File: config.mk
export PLATFORM = sky130hd
export DESIGN_NAME = eeprom_launch_and_boot_select
export DESIGN_NICKNAME = d
export VERILOG_FILES = /design/src/rtl/eeprom_boot_pkg.sv /design/src/rtl/launch_if.sv /design/src/rtl/eeprom_launch_and_boot_select.sv /design/src/rtl/program_timer.sv /design/src/rtl/boot_select.sv
export SDC_FILE = /design/constraint.sdc
export NUM_CORES = 1
export LEC_CHECK = 0
export ABC_AREA = 1
export BUFFER_PORTS_ARGS = -buffer_cell sky130_fd_sc_hd__buf_2
export CAP_MARGIN = 20
export CORE_MARGIN = 4
export CORE_UTILIZATION = 43
export CTS_BUF_LIST = sky130_fd_sc_hd__clkbuf_4 sky130_fd_sc_hd__clkbuf_8 sky130_fd_sc_hd__clkbuf_16
export DETAILED_ROUTE_END_ITERATION = 16
export MAX_ROUTING_LAYER = met4
export PLACE_DENSITY = 0.83
export RECOVER_POWER = 100
export SLEW_MARGIN = 20
export SYNTH_ARGS = -nofsm -noshare
export SYNTH_HDL_FRONTEND = slang
export SYNTH_HIERARCHICAL = 1
export SYNTH_SLANG_ARGS = --single-unit
File: constraint.sdc
create_clock -name ref_clk -period 1.4 [get_ports ref_clk]
set_input_delay 0.21 -clock ref_clk [delete_from_list [all_inputs] [get_ports ref_clk]]
set_output_delay 0.21 -clock ref_clk [all_outputs]
set_load 0.01 [all_outputs]
File: src/rtl/eeprom_boot_pkg.sv
// constants and types shared by the eeprom launch and boot select block
// How it works
// - launch only on upper nibble 5 then A
// - map bit set steers moves to EEPROM
// - map bit clear steers moves to expanded RAM
// - busy flag set while programming runs
// - busy flag cleared when programming ends
// - software writes never touch busy flag
// - reserved bits read undefined, never write one
// - reset clears map and busy bits
// - jump bit set starts application at zero
// - jump bit clear starts at bootloader entry
// - clock mode bit picks standard or double
// - oscillator range code selects frequency range
// - software reaches only upper configuration nibble
// - lock nibble reachable only in parallel mode
// - chip erase sets configuration byte to ones
// - boot vector all ones means none present
// - boot flash mapped top region during routines
// - port1 condition at reset forces bootloader
// - reads of EEPROM refused while busy
// - column latches keep first page only
package eeprom_boot_pkg;
    localparam logic [7:0] CONTROL_ADDR = 8'hD2;
    localparam int LAUNCH_HI = 7;
    localparam int LAUNCH_LO = 4;
    localparam int MAP_BIT = 1;
    localparam int BUSY_BIT = 0;
    localparam logic [3:0] LAUNCH_FIRST = 4'h5;
    localparam logic [3:0] LAUNCH_SECOND = 4'hA;
    localparam logic [7:0] CONTROL_RESET = 8'h00;
    localparam int CLOCK_MODE_POS = 7;
    localparam int JUMP_POS = 6;
    localparam int OSC_HI = 5;
    localparam int OSC_LO = 4;
    localparam logic [7:0] CONFIG_ERASED = 8'hFF;
    localparam logic [7:0] VECTOR_ERASED = 8'hFF;
    localparam logic [1:0] OSC_16MHZ = 2'h2;
    localparam logic [1:0] OSC_8MHZ = 2'h1;
    localparam logic [15:0] APP_START = 16'h0000;
    localparam logic [15:0] BOOT_START = 16'hF400;
    localparam logic [15:0] BOOT_TOP = 16'hFFFF;
    localparam int PAGE_BYTES = 128;
    localparam int PAGE_AW = 7;
    localparam int EE_AW = 10;
    localparam real CLK_MHZ = 20.0;
    localparam real PROG_TIME_US = 100.0;
    localparam int PROG_CYCLES = int'($ceil(PROG_TIME_US * CLK_MHZ));
    localparam int CNT_W = 16;
endpackage : eeprom_boot_pkg

File: src/rtl/launch_if.sv
// launch request and busy status between control and programming timer
`timescale 1ns/1ps
interface launch_if;
    logic start;
    logic busy;
    modport ctrl (output start, input busy);
    modport timer (input start, output busy);
endinterface : launch_if

File: src/rtl/eeprom_launch_and_boot_select.sv
// top: eeprom control register, launch sequence, move steering, config byte
`timescale 1ns/1ps
module eeprom_launch_and_boot_select
    import eeprom_boot_pkg::*;
#(
    parameter int PROG_COUNT = PROG_CYCLES
) (
    input wire logic ref_clk,
    input wire logic sys_rst,
    input wire logic clkEn,
    input wire logic [7:0] sfrAddr,
    input wire logic sfrWrite,
    input wire logic sfrRead,
    input wire logic [7:0] sfrWdata,
    output logic [7:0] sfrRdata,
    input wire logic moveWrite,
    input wire logic moveRead,
    input wire logic [15:0] moveAddr,
    input wire logic [7:0] moveWdata,
    output logic [7:0] moveRdata,
    output logic moveToEeprom,
    output logic moveToRam,
    output logic moveRefused,
    output logic latchWrite,
    output logic [PAGE_AW-1:0] latchOffset,
    output logic [7:0] latchData,
    output logic [EE_AW-1:0] pageBase,
    input wire logic [7:0] eepromRdata,
    output logic programStart,
    output logic programBusy,
    input wire logic apiActive,
    input wire logic [15:0] codeAddr,
    output logic bootFlashSelect,
    input wire logic cfgRead,
    input wire logic cfgWrite,
    input wire logic [3:0] cfgWdata,
    output logic [3:0] cfgRdata,
    input wire logic parallelMode,
    input wire logic parallelWrite,
    input wire logic [3:0] parallelWdata,
    output logic [3:0] parallelRdata,
    input wire logic chipErase,
    input wire logic [7:0] userBootVector,
    input wire logic port1CondPin,
    output logic [15:0] startAddress,
    output logic standardMode,
    output logic [1:0] oscillatorRange,
    output logic userBootPresent
);
    launch_if link ();

    logic eepromSpaceMap;
    logic launchArmed;
    // nonvolatile byte: starts out erased and keeps its value across system reset
    logic [7:0] configByte = CONFIG_ERASED;
    logic pageValid;
    logic portSync1;
    logic portSync2;
    logic controlHit;

    function automatic logic in_boot_region(input logic [15:0] a);
        in_boot_region = (a >= BOOT_START) && (a <= BOOT_TOP);
    endfunction : in_boot_region

    assign controlHit = (sfrAddr == CONTROL_ADDR);
    assign programBusy = link.busy;

    // launch pair: first nibble arms when not busy, the next write fires on A, re-arms on 5, otherwise cancels
    always_ff @(posedge ref_clk or posedge sys_rst) begin
        if (sys_rst) begin
            launchArmed <= 1'b0;
            link.start <= 1'b0;
        end else if (clkEn) begin
            link.start <= 1'b0;
            if (sfrWrite && controlHit) begin
                if (link.busy) begin
                    launchArmed <= 1'b0;
                end else if (launchArmed && sfrWdata[LAUNCH_HI:LAUNCH_LO] == LAUNCH_SECOND) begin
                    launchArmed <= 1'b0;
                    link.start <= 1'b1;
                end else begin
                    launchArmed <= (sfrWdata[LAUNCH_HI:LAUNCH_LO] == LAUNCH_FIRST);
                end
            end
        end
    end
    assign programStart = link.start;

    program_timer #(.PROG_COUNT(PROG_COUNT)) timer (
        .ref_clk(ref_clk),
        .sys_rst(sys_rst),
        .clkEn(clkEn),
        .link(link)
    );

    // map bit writable; busy bit owned by the timer only
    always_ff @(posedge ref_clk or posedge sys_rst) begin
        if (sys_rst) begin
            eepromSpaceMap <= CONTROL_RESET[MAP_BIT];
        end else if (clkEn && sfrWrite && controlHit) begin
            eepromSpaceMap <= sfrWdata[MAP_BIT];
        end
    end

    // reserved and launch bits read as zero, a legal pick for undefined
    always_ff @(posedge ref_clk or posedge sys_rst) begin
        if (sys_rst) begin
            sfrRdata <= 8'h00;
        end else if (clkEn && sfrRead) begin
            sfrRdata <= 8'h00;
            if (controlHit) begin
                sfrRdata[MAP_BIT] <= eepromSpaceMap;
                sfrRdata[BUSY_BIT] <= link.busy;
            end
        end
    end

    // move steering
    always_comb begin
        moveToEeprom = eepromSpaceMap && (moveWrite || moveRead);
        moveToRam = !eepromSpaceMap && (moveWrite || moveRead);
        moveRefused = eepromSpaceMap && moveRead && link.busy;
    end

    // column latches: first page sticks until programming is launched
    always_ff @(posedge ref_clk or posedge sys_rst) begin
        if (sys_rst) begin
            pageValid <= 1'b0;
            pageBase <= '0;
            latchWrite <= 1'b0;
            latchOffset <= '0;
            latchData <= 8'h00;
        end else if (clkEn) begin
            latchWrite <= 1'b0;
            if (link.start) begin
                pageValid <= 1'b0;
            end else if (moveWrite && eepromSpaceMap && !link.busy) begin
                if (!pageValid) begin
                    pageValid <= 1'b1;
                    pageBase <= {moveAddr[EE_AW-1:PAGE_AW], {PAGE_AW{1'b0}}};
                    latchWrite <= 1'b1;
                end else if (moveAddr[EE_AW-1:PAGE_AW] == pageBase[EE_AW-1:PAGE_AW]) begin
                    latchWrite <= 1'b1;
                end
                latchOffset <= moveAddr[PAGE_AW-1:0];
                latchData <= moveWdata;
            end
        end
    end

    always_ff @(posedge ref_clk or posedge sys_rst) begin
        if (sys_rst) begin
            moveRdata <= 8'h00;
        end else if (clkEn && moveRead && eepromSpaceMap && !link.busy) begin
            moveRdata <= eepromRdata;
        end
    end

    assign bootFlashSelect = apiActive && in_boot_region(codeAddr);

    // configuration byte: upper nibble by software, lower by parallel mode
    // no reset branch, otherwise the jump bit could never reach the next boot
    always_ff @(posedge ref_clk) begin
        if (clkEn) begin
            if (chipErase) begin
                configByte <= CONFIG_ERASED;
            end else begin
                if (cfgWrite) begin
                    configByte[7:4] <= cfgWdata;
                end
                if (parallelMode && parallelWrite) begin
                    configByte[3:0] <= parallelWdata;
                end
            end
        end
    end

    always_ff @(posedge ref_clk or posedge sys_rst) begin
        if (sys_rst) begin
            cfgRdata <= 4'h0;
            parallelRdata <= 4'h0;
        end else if (clkEn) begin
            if (cfgRead) begin
                cfgRdata <= configByte[7:4];
            end
            parallelRdata <= parallelMode ? configByte[3:0] : 4'h0;
        end
    end

    // pin condition synchronised before boot selection samples it
    // kept out of reset so the level held during reset reaches the capture
    always_ff @(posedge ref_clk) begin
        if (clkEn) begin
            portSync1 <= port1CondPin;
            portSync2 <= portSync1;
        end
    end

    boot_select boot (
        .ref_clk(ref_clk),
        .sys_rst(sys_rst),
        .clkEn(clkEn),
        .configByte(configByte),
        .userBootVector(userBootVector),
        .portCondition(portSync2),
        .startAddress(startAddress),
        .standardMode(standardMode),
        .oscillatorRange(oscillatorRange),
        .userBootPresent(userBootPresent)
    );
endmodule : eeprom_launch_and_boot_select

File: src/rtl/program_timer.sv
// programming timer that holds busy for the programming time
`timescale 1ns/1ps
module program_timer
    import eeprom_boot_pkg::*;
#(
    parameter int PROG_COUNT = PROG_CYCLES
) (
    input wire logic ref_clk,
    input wire logic sys_rst,
    input wire logic clkEn,
    launch_if.timer link
);
    logic [CNT_W-1:0] count;
    always_ff @(posedge ref_clk or posedge sys_rst) begin
        if (sys_rst) begin
            link.busy <= 1'b0;
            count <= '0;
        end else if (clkEn) begin
            if (!link.busy && link.start) begin
                link.busy <= 1'b1;
                count <= CNT_W'(PROG_COUNT - 1);
            end else if (link.busy) begin
                if (count == '0) begin
                    link.busy <= 1'b0;
                end else begin
                    count <= count - 1'b1;
                end
            end
        end
    end
endmodule : program_timer

File: src/rtl/boot_select.sv
// reset-time boot address and mode selection from the configuration byte
`timescale 1ns/1ps
module boot_select
    import eeprom_boot_pkg::*;
(
    input wire logic ref_clk,
    input wire logic sys_rst,
    input wire logic clkEn,
    input wire logic [7:0] configByte,
    input wire logic [7:0] userBootVector,
    input wire logic portCondition,
    output logic [15:0] startAddress,
    output logic standardMode,
    output logic [1:0] oscillatorRange,
    output logic userBootPresent
);
    logic captured;
    // caught once after reset release, not under the reset itself
    always_ff @(posedge ref_clk or posedge sys_rst) begin
        if (sys_rst) begin
            captured <= 1'b0;
            startAddress <= BOOT_START;
            standardMode <= 1'b1;
            oscillatorRange <= OSC_16MHZ;
            userBootPresent <= 1'b0;
        end else if (clkEn && !captured) begin
            captured <= 1'b1;
            if (portCondition) begin
                startAddress <= BOOT_START;
            end else if (configByte[JUMP_POS]) begin
                startAddress <= APP_START;
            end else begin
                startAddress <= BOOT_START;
            end
            standardMode <= configByte[CLOCK_MODE_POS];
            oscillatorRange <= configByte[OSC_HI:OSC_LO];
            userBootPresent <= (userBootVector != VECTOR_ERASED);
        end
    end
endmodule : boot_select

# Word-level counts from Yosys, hierarchy flattened

Cells that the tools add are included.

$add $sub $neg: 1
Magnitude comparators: 2
Eq/ne operators: 6
Mux-type cells: 23
Bitwise gates (word level): 2
Reductions and logical operators: 36

Operators with widths:

| kind                  | number |
|---|---|
| $mux 16               | 5 |
| $logic_and 1x1->1     | 19 |
| $ge 16x16->1 const B  | 1 |
| $le 16x16->1 const B  | 1 |
| $logic_not 16->1      | 1 |
| $sub 16x1->16 const B | 1 |
| $mux 1                | 14 |
| $mux 4                | 3 |
| $reduce_and 2->1      | 5 |
| $eq 8x8->1 const B    | 1 |
| $ne 8x8->1 const B    | 1 |
| $reduce_bool 2->1     | 4 |
| $reduce_and 3->1      | 2 |
| $eq 4x3->1 const B    | 1 |
| $eq 4x4->1 const B    | 1 |
| $reduce_and 4->1      | 1 |
| $eq 3x3->1            | 1 |
| $logic_not 1->1       | 3 |
| $mux 2                | 1 |
| $ne 2x1->1 const B    | 1 |
| $not 1->1             | 2 |
| $logic_or 1x1->1      | 1 |

Register bits after elaboration: 89
Input bits: 94
Output and inout port bits: 76
Word-level logic and storage cells: 93

# Depth between registers and ports, before layout

Gate-level depths: netlist of run 1.

Word-level depth: 5
Depth in mapped cells: 10
Mapped depth without buffers: 10

# Modules after synthesis

The synthesis of run 1 kept the hierarchy.

By module, submodules not included:

| module                        | times used | cells an instance | area an instance (µm²) | sequential area each (µm²) |
|---|---|---|---|---|
| eeprom_launch_and_boot_select | 1          | 252               | 2257.2                 | 1326.3 |
| program_timer                 | 1          | 166               | 1108.6                 | 425.4 |
| boot_select                   | 1          | 50                | 386.6                  | 153.9 |

# Least setup slack after synthesis of run 1

No wires, ideal clock.

Kind: reg-to-reg
Start: register timer.count[0]
End: register timer.count[6]
Library setup time: 120 ps
Data arrival time: 1414 ps
Data required time: 1280 ps
Setup slack: -134 ps
Stages on the path, launching flop included: 11
Buffers on the path: 1
Period minus slack after synthesis: 1534 ps
Cells stage by stage: dfrtp_1 inv_1 ha_1 nand2_2 nor2_2 nand2_4 nand2_2 nand2_1 buf_2 o21ai_1 nand2_1

Cells in the longest elaborated chain, start to end: 4
Elaborated cells between the ends (all ways): 7
Classes of those cells: add/sub (1); eq/ne (1); mux (3); reduce/logical (2)

RTL lines:

| what                   | RTL line            | source |
|---|---|---|
| from (decl)            | program_timer.sv:13 | `logic [CNT_W-1:0] count;` |
| from (signal assigned) | program_timer.sv:21 | `count <= CNT_W'(PROG_COUNT - 1);` |
| from (signal assigned) | program_timer.sv:26 | `count <= count - 1'b1;` |
| $sub 16x1->16          | program_timer.sv:26 |  |
| $mux 16                | program_timer.sv:23 | `if (count == '0) begin` |
| $mux 16                | program_timer.sv:22 | `end else if (link.busy) begin` |
| $mux 16                | program_timer.sv:19 | `if (!link.busy && link.start) begin` |

Parallel ways exist; a longest one is shown, timed or not. The select of a mux whose other input is x is not followed.
A chain may end at the register's enable or synchronous reset.

# Worst setup path in the final report of run 1

Start: register eepromSpaceMap
End: output moveToEeprom

Cells in the longest elaborated chain, start to end: 1

RTL lines:

| what                   | RTL line                             | source |
|---|---|---|
| from (decl)            | eeprom_launch_and_boot_select.sv:52  | `logic eepromSpaceMap;` |
| from (signal assigned) | eeprom_launch_and_boot_select.sv:99  | `eepromSpaceMap <= CONTROL_RESET[MAP_BIT];` |
| from (signal assigned) | eeprom_launch_and_boot_select.sv:101 | `eepromSpaceMap <= sfrWdata[MAP_BIT];` |
| $logic_and 1x1->1      | eeprom_launch_and_boot_select.sv:120 | `moveToEeprom = eepromSpaceMap && (moveWrite \|\| moveRead);` |
| to (decl)              | eeprom_launch_and_boot_select.sv:21  | `output logic moveToEeprom,` |

Every way passes these cells.

==> flow_summary.json, run 1 <==
{
  "run_status": "finished, violations left",
  "failing_checks": "negative setup slack",
  "finalHoldViolCount": 0,
  "globalRoute.totalOverflow": 0,
  "synth_seq_cells": 74,
  "h_tree_lvl_count": 3,
  "timing.fmax_mhz": 689,
  "drtPass1Iterations": 4,
  "grt_setup_unrepaired": "true",
  "initialDrtViolationCount": 196,
  "worst_slew_pin_slew_ns": 0.561,
  "grt_first_pass_wirelength_um": 15600,
  "hp-class": "in -> reg",
  "cts_root_buffer": "clkbuf_8",
  "finalSetupViolCount": 4,
  "dieWidth_um": 101,
  "crit_type": "reg -> out",
  "final-instance-count-excl-fill": 758,
  "track_usage": 0.193,
  "critical_path_source_type": "register",
  "syn-instance-count": 468,
  "detail_route.vias_per_cell": 4.73,
  "relative_slew_margins": 0.626,
  "cts_max_path_buffers": 2,
  "hold_path_stages": 1,
  "final_period_minus_worst_setup_slack_ns": 1.45,
  "cts.reportedPaths.clkPinSlew_ns": 0.09,
  "finalInstanceArea_mm2": 0.00501,
  "gpl.final_weighted_congestion": 0.862,
  "synth.avg_cell_area_um2": 8.02,
  "flow.area_growth_from_synthesis_pct": 33.5,
  "drc": 0,
  "worst-path-max-fanout": 2,
  "worst_ep_required_time_ns": 1.19,
  "pre_cts_ws_ns": -0.183,
  "ys_warn_count": 6,
  "io_buffers": 126,
  "post-dp-hpwl_um": 7400,
  "nNetsFinal": 743,
  "clock_tree_from_tritoncts": "built",
  "cells_taking_the_most_area_after_synthesis": "dfrtp_1, nand2_1, edfxtp_1, buf_4, inv_1",
  "dieHeight_um": 101,
  "worst-endpoint-arrival_ns": 1.24,
  "dp.cells": 734,
  "numCtsBuffers": 9,
  "vias_in_the_first_global_route": 3566,
  "placementRows": 33,
  "syn_area_mm2": 0.00375,
  "final_max_slew_viol_count": 0,
  "detailroute.via_count": 3585,
  "yosys.area.top_type": "dfrtp_1",
  "wire_per_inst_um": 12.8,
  "initial_utilization": 0.450,
  "yosysSeqAreaShare": 0.508,
  "num_io_pins": 170,
  "die_area_mm2": 0.0103,
  "ant_nets": 0,
  "cell_leakage_power_nw": 2.72,
  "synth_flop_cell": "dfrtp_1",
  "worst_slack_ns": -0.0522,
  "drv_cap": 0,
  "peak_supply_drop_mv": 1.03,
  "worstSetupEndpointType": "primary output",
  "core-area_mm2": 0.00834,
  "yosys.area.top_type_share": 0.407,
  "fin_hold_ws_ns": 0.0425,
  "ys_async_sr_fraction": 0.865,
  "clock_insertion_delay_worst_skew_ns": 0.35,
  "finalWirelength_um": 9680,
  "synth.most_common_cell": "nand2_1",
  "reg2regPathDepth": 7,
  "grt_max_degree": 42,
  "synthDistinctLibCells": 31,
  "skew_ns": 0.00730,
  "antennaDiodeCount": 0,
  "dpl_cell_area_mm2": 0.00475,
  "share_of_the_clock_period_used_by_the_worst_path": 1.04,
  "sinks_on_clock_net": 74,
  "power.density_mw_per_mm2": 1460,
  "ys_top_cells_by_count": "nand2_1, dfrtp_1, inv_1, nor2_1, buf_4",
  "synth_edf_count": 10,
  "post_route_cells_drive_above_1_share": 0.297,
  "number_of_antenna_violations_at_the_first_check_in_global_routing": 0
}
-- cells in the final DEF, fill, tap and decap left out, types with 10 or more instances in the layout --
cell type  instances
clkbuf_1          46
dfrtp_1           61
inv_1             49
o21ai_0           18
o21ai_1           12
buf_2             80
buf_4             41
nand2_1          162
nand3_1           27
conb_1            24
edfxtp_1          10
nor2_1            32
-- final cells by class --
| cell class | instances | area (um2) |
|---|---|---|
| multi-input cells | 328 | 1540 |
| flip-flops and latches | 74 | 1910 |
| fillers | 733 | 3330 |
| repair buffers | 182 | 1030 |
| inverters | 53 | 199 |
| well taps | 105 | 131 |
| clock inverters | 7 | 82.6 |
| clock buffers | 9 | 124 |
-- stage by stage --
step                power (mW)  TNS, ns  utilization
floorplan                 4.18        0            -
global placement          5.24   -0.633        0.569
detailed placement        5.35    -1.31        0.569
CTS                       7.22        0        0.602
global route              7.82    -2.13        0.601
finish                    7.33  -0.0736        0.601
-- power breakdown --
part | switching [mW] | internal [mW] | leakage [nW]
combinational | 1.49 | 1.36 | 1.68
sequential | 0.227 | 2.53 | 0.939
clock | 0.876 | 0.854 | 0.0988
-- worst max-delay path: stages, from the launching register on --
cell and delay [ns]:
dfrtp_1 0.40, clkbuf_4 0.14, nand2_1 0.14, nand2_1 0.07, buf_2 0.14
-- state kept, by name, summed over array words and instances, names as in the netlist --
signal,cells
boot/captured,1
boot/oscillatorRange,2
boot/standardMode,1
boot/startAddress,1
boot/userBootPresent,1
cfgRdata,4
configByte,8
eepromSpaceMap,1
latchData,8
latchOffset,7
latchWrite,1
launchArmed,1
moveRdata,8
pageBase,3
pageValid,1
parallelRdata,4
portSync1,1
portSync2,1
programStart,1
sfrRdata,2
timer/count,16
timer/link.busy,1
-- what timing repair did --
| item | CTS | global route |
|---|---|---|
| endpoints found under the hold margin | 61 | 0 |
| pin swaps | 4 | 5 |
| buffers inserted | 3 | 4 |
| hold buffers | 1 | 0 |
| setup endpoints to repair | 16 | 20 |
| gates resized for setup | 13 | 17 |
-- logic make-up after synthesis --
group | share of synthesized area
compound gates | 0.0517
xor+xnor | 0.00700
fa+ha+maj | 0.00333
buf+inv | 0.122
flops | 0.508
mux | 0.0120
other cells | 0.00200
simple gates | 0.294
-- worst paths after layout --
kind,slack (ns),from,endpoint
hold / removal,0.04,port1CondPin,portSync1
setup / recovery,-0.05,eepromSpaceMap,moveToEeprom
max in group asynchronous,0.40,sys_rst,moveRdata[2]
setup reg to reg,-0.01,timer/count[1],timer/count[4]
hold reg to reg,0.44,portSync1,portSync2
min in group asynchronous,0.35,sys_rst,boot/captured
-- routing by layer --
| metal | part of all wire | routed length (um) | global-route usage |
|---|---|---|---|
| met5 | 0 | 0 | - |
| met1 | 0.40 | 3850 | 0.224 |
| met4 | 0.013 | 128 | 0.0624 |
| met2 | 0.52 | 5020 | 0.335 |
| met3 | 0.070 | 674 | 0.0399 |
Power figures use the tool's default switching activity.
==> inputs of run 2 (changes only) <==
--- a/config.mk
+++ b/config.mk
@@ -8,7 +8,7 @@
 export ABC_AREA = 1
 export BUFFER_PORTS_ARGS = -buffer_cell sky130_fd_sc_hd__buf_2
 export CAP_MARGIN = 20
-export CORE_MARGIN = 4
+export CORE_MARGIN = 2
 export CORE_UTILIZATION = 43
 export CTS_BUF_LIST = sky130_fd_sc_hd__clkbuf_4 sky130_fd_sc_hd__clkbuf_8 sky130_fd_sc_hd__clkbuf_16
 export DETAILED_ROUTE_END_ITERATION = 16
==> run 2 against run 1 <==
Compared with the run above: the flow still finishes with violations (negative setup slack); routed wire length down 1.9%; non-clock buffer count down 11; core utilization fell by 1.6 points; global-route usage rose by 0.41 points; sequential power is essentially flat; critical path depth grew 5; combinational power down 6%; register-to-register slack worse by 0.09 ns; cell area is 0.22% higher; via count about the same; worst hold slack improved by 0.00066 ns; critical endpoint is now timer/count[11]; largest cell class unchanged; highest routed layer unchanged.
==> flow_summary.json, run 2 (same netlist as run 1, synthesis figures left out) <==
{
  "multi_input_comb_area_mm2": 0.00160,
  "numCtsBuffers": 9,
  "peak_supply_drop_mv": 0.810,
  "finalHoldViolCount": 0,
  "worst-endpoint-arrival_ns": 1.77,
  "share_of_the_clock_period_used_by_the_worst_path": 1.07,
  "drtPass1Iterations": 5,
  "fin_hold_ws_ns": 0.0432,
  "io_buffers": 126,
  "vias_in_the_first_global_route": 3441,
  "drv_cap": 0,
  "gpl.final_weighted_congestion": 0.920,
  "placementRows": 34,
  "met1_usage": 0.226,
  "relative_slew_margins": 0.653,
  "post_route_cells_drive_above_1_share": 0.381,
  "wire_per_inst_um": 12.6,
  "nNetsFinal": 733,
  "sinks_on_clock_net": 74,
  "failing_checks": "negative setup slack",
  "initialDrtViolationCount": 206,
  "worst_slack_ns": -0.0994,
  "crit_type": "reg -> reg",
  "power.density_mw_per_mm2": 1420,
  "core-area_mm2": 0.00859,
  "num_io_pins": 170,
  "post-dp-hpwl_um": 6830,
  "skew_ns": 0.00896,
  "utilization": 0.584,
  "hp-class": "in -> reg",
  "timing.fmax_mhz": 667,
  "final.fill_count": 696,
  "final_max_slew_viol_count": 0,
  "run_status": "finished, violations left",
  "detailroute.via_count": 3583,
  "number_of_antenna_violations_at_the_first_check_in_global_routing": 0,
  "worstSetupEndpointType": "register",
  "grt_max_degree": 42,
  "seq_area_mm2": 0.00191,
  "layout.cells.most_common": "nand2_1",
  "die_area_mm2": 0.00949,
  "dieWidth_um": 97.4,
  "globalRoute.totalOverflow": 0,
  "dieHeight_um": 97.4,
  "largest_reg_flops": 16,
  "worst-path-max-fanout": 3,
  "grt_most_used_layer": "met2",
  "initial_utilization": 0.437,
  "antennaDiodeCount": 0,
  "h_tree_lvl_count": 3,
  "finalWirelength_um": 9490,
  "critical_path_source_type": "register",
  "clock_insertion_delay_worst_skew_ns": 0.35,
  "worst_slew_pin_slew_ns": 0.521,
  "cts.reportedPaths.clkPinSlew_ns": 0.08,
  "track_usage": 0.198,
  "grt_first_pass_wirelength_um": 14900,
  "grt.met2_usage": 0.336,
  "worst_ep_required_time_ns": 1.67,
  "clock_tree_from_tritoncts": "built",
  "mostFrequentLayoutCells": "nand2_1, buf_2, dfrtp_1",
  "grtUsageMet3": 0.0468,
  "flow.area_growth_from_synthesis_pct": 33.8,
  "final_period_minus_worst_setup_slack_ns": 1.50,
  "cts_root_buffer": "clkbuf_8",
  "cell_leakage_power_nw": 2.87,
  "drc": 0,
  "cts_max_path_buffers": 2,
  "reg_with_most_ffs": "timer/count",
  "detail_route.vias_per_cell": 4.77,
  "timing.setup.tns_ns": -0.588,
  "ant_nets": 0,
  "grt_setup_unrepaired": "true",
  "finalSetupViolCount": 13
}
[run 2: cell count changes in the layout (fill, tap and decap cells not counted), moves of 4 or more]
cell	delta
clkbuf_1	-45
buf_2	+45
buf_6	-4
nand2_1	-5
o21ai_2	+4
[run 2: final timing paths]
check	to	cells past startpoint	slack, ns	from
min in group asynchronous	boot/oscillatorRange[0]	3	0.34	sys_rst
hold / removal	portSync1	1	0.04	port1CondPin
hold reg to reg	portSync2	0	0.44	portSync1
max in group asynchronous	moveRdata[2]	4	0.47	sys_rst
setup / recovery	timer/count[11]	9	-0.1	timer/count[4]
setup reg to reg	timer/count[11]	9	-0.1	timer/count[4]
[run 2: layout make-up]
| type | instances | area share |
|---|---|---|
| flip-flops and latches | 74 | 0.380 |
| multi-input cells | 329 | 0.319 |
| repair buffers | 171 | 0.195 |
| inverters | 53 | 0.0399 |
| well taps | 108 | 0.0269 |
| clock buffers | 10 | 0.0262 |
| clock inverters | 6 | 0.0132 |
[run 2: power breakdown]
part           switching (mW)  total (mW)  internal, mW
combinational            1.48        2.68          1.20
clock                   0.823        1.67         0.851
sequential              0.244        2.77          2.53
[run 2: worst max-delay path, stage by stage (launching register included)]
cell and delay (ns):
dfrtp_1 0.39, buf_4 0.16, nor2_2 0.11, nand2_1 0.10, buf_4 0.17, nor2_1 0.14, nand2_1 0.07, nand2_1 0.05
nand3_1 0.07, o21ai_1 0.15
[run 2: routing by layer]
metal,wire length (um),part of all wire,vias to the layer above
met4,189,0.020,0
met2,4930,0.52,154
met3,567,0.060,17
met1,3810,0.40,1667
met5,0,0,-
li1,-,-,1745
[run 2: stage by stage]
stage / power [mW] / setup WS (ns) / instances / cell area, um2
2_1_floorplan: 4.18 / 0.00138 / 490 / 3860
3_3_place_gp: 5.05 / -0.141 / 727 / 4650
3_5_place_dp: 5.17 / -0.195 / 727 / 4650
4_1_cts: 6.88 / -0.00933 / 745 / 4880
5_1_grt: 7.53 / -0.159 / 751 / 5020
6_report: 7.13 / -0.0994 / 751 / 5020
[run 2: timing repair]
item / CTS / global route
buffers inserted: 1 / 4
endpoints found under the hold margin: 20 / 0
cloned: 0 / 2
setup endpoints to repair: 17 / 20
resized for setup: 8 / 31
hold buffers: 1 / 0
pin swaps: 0 / 5
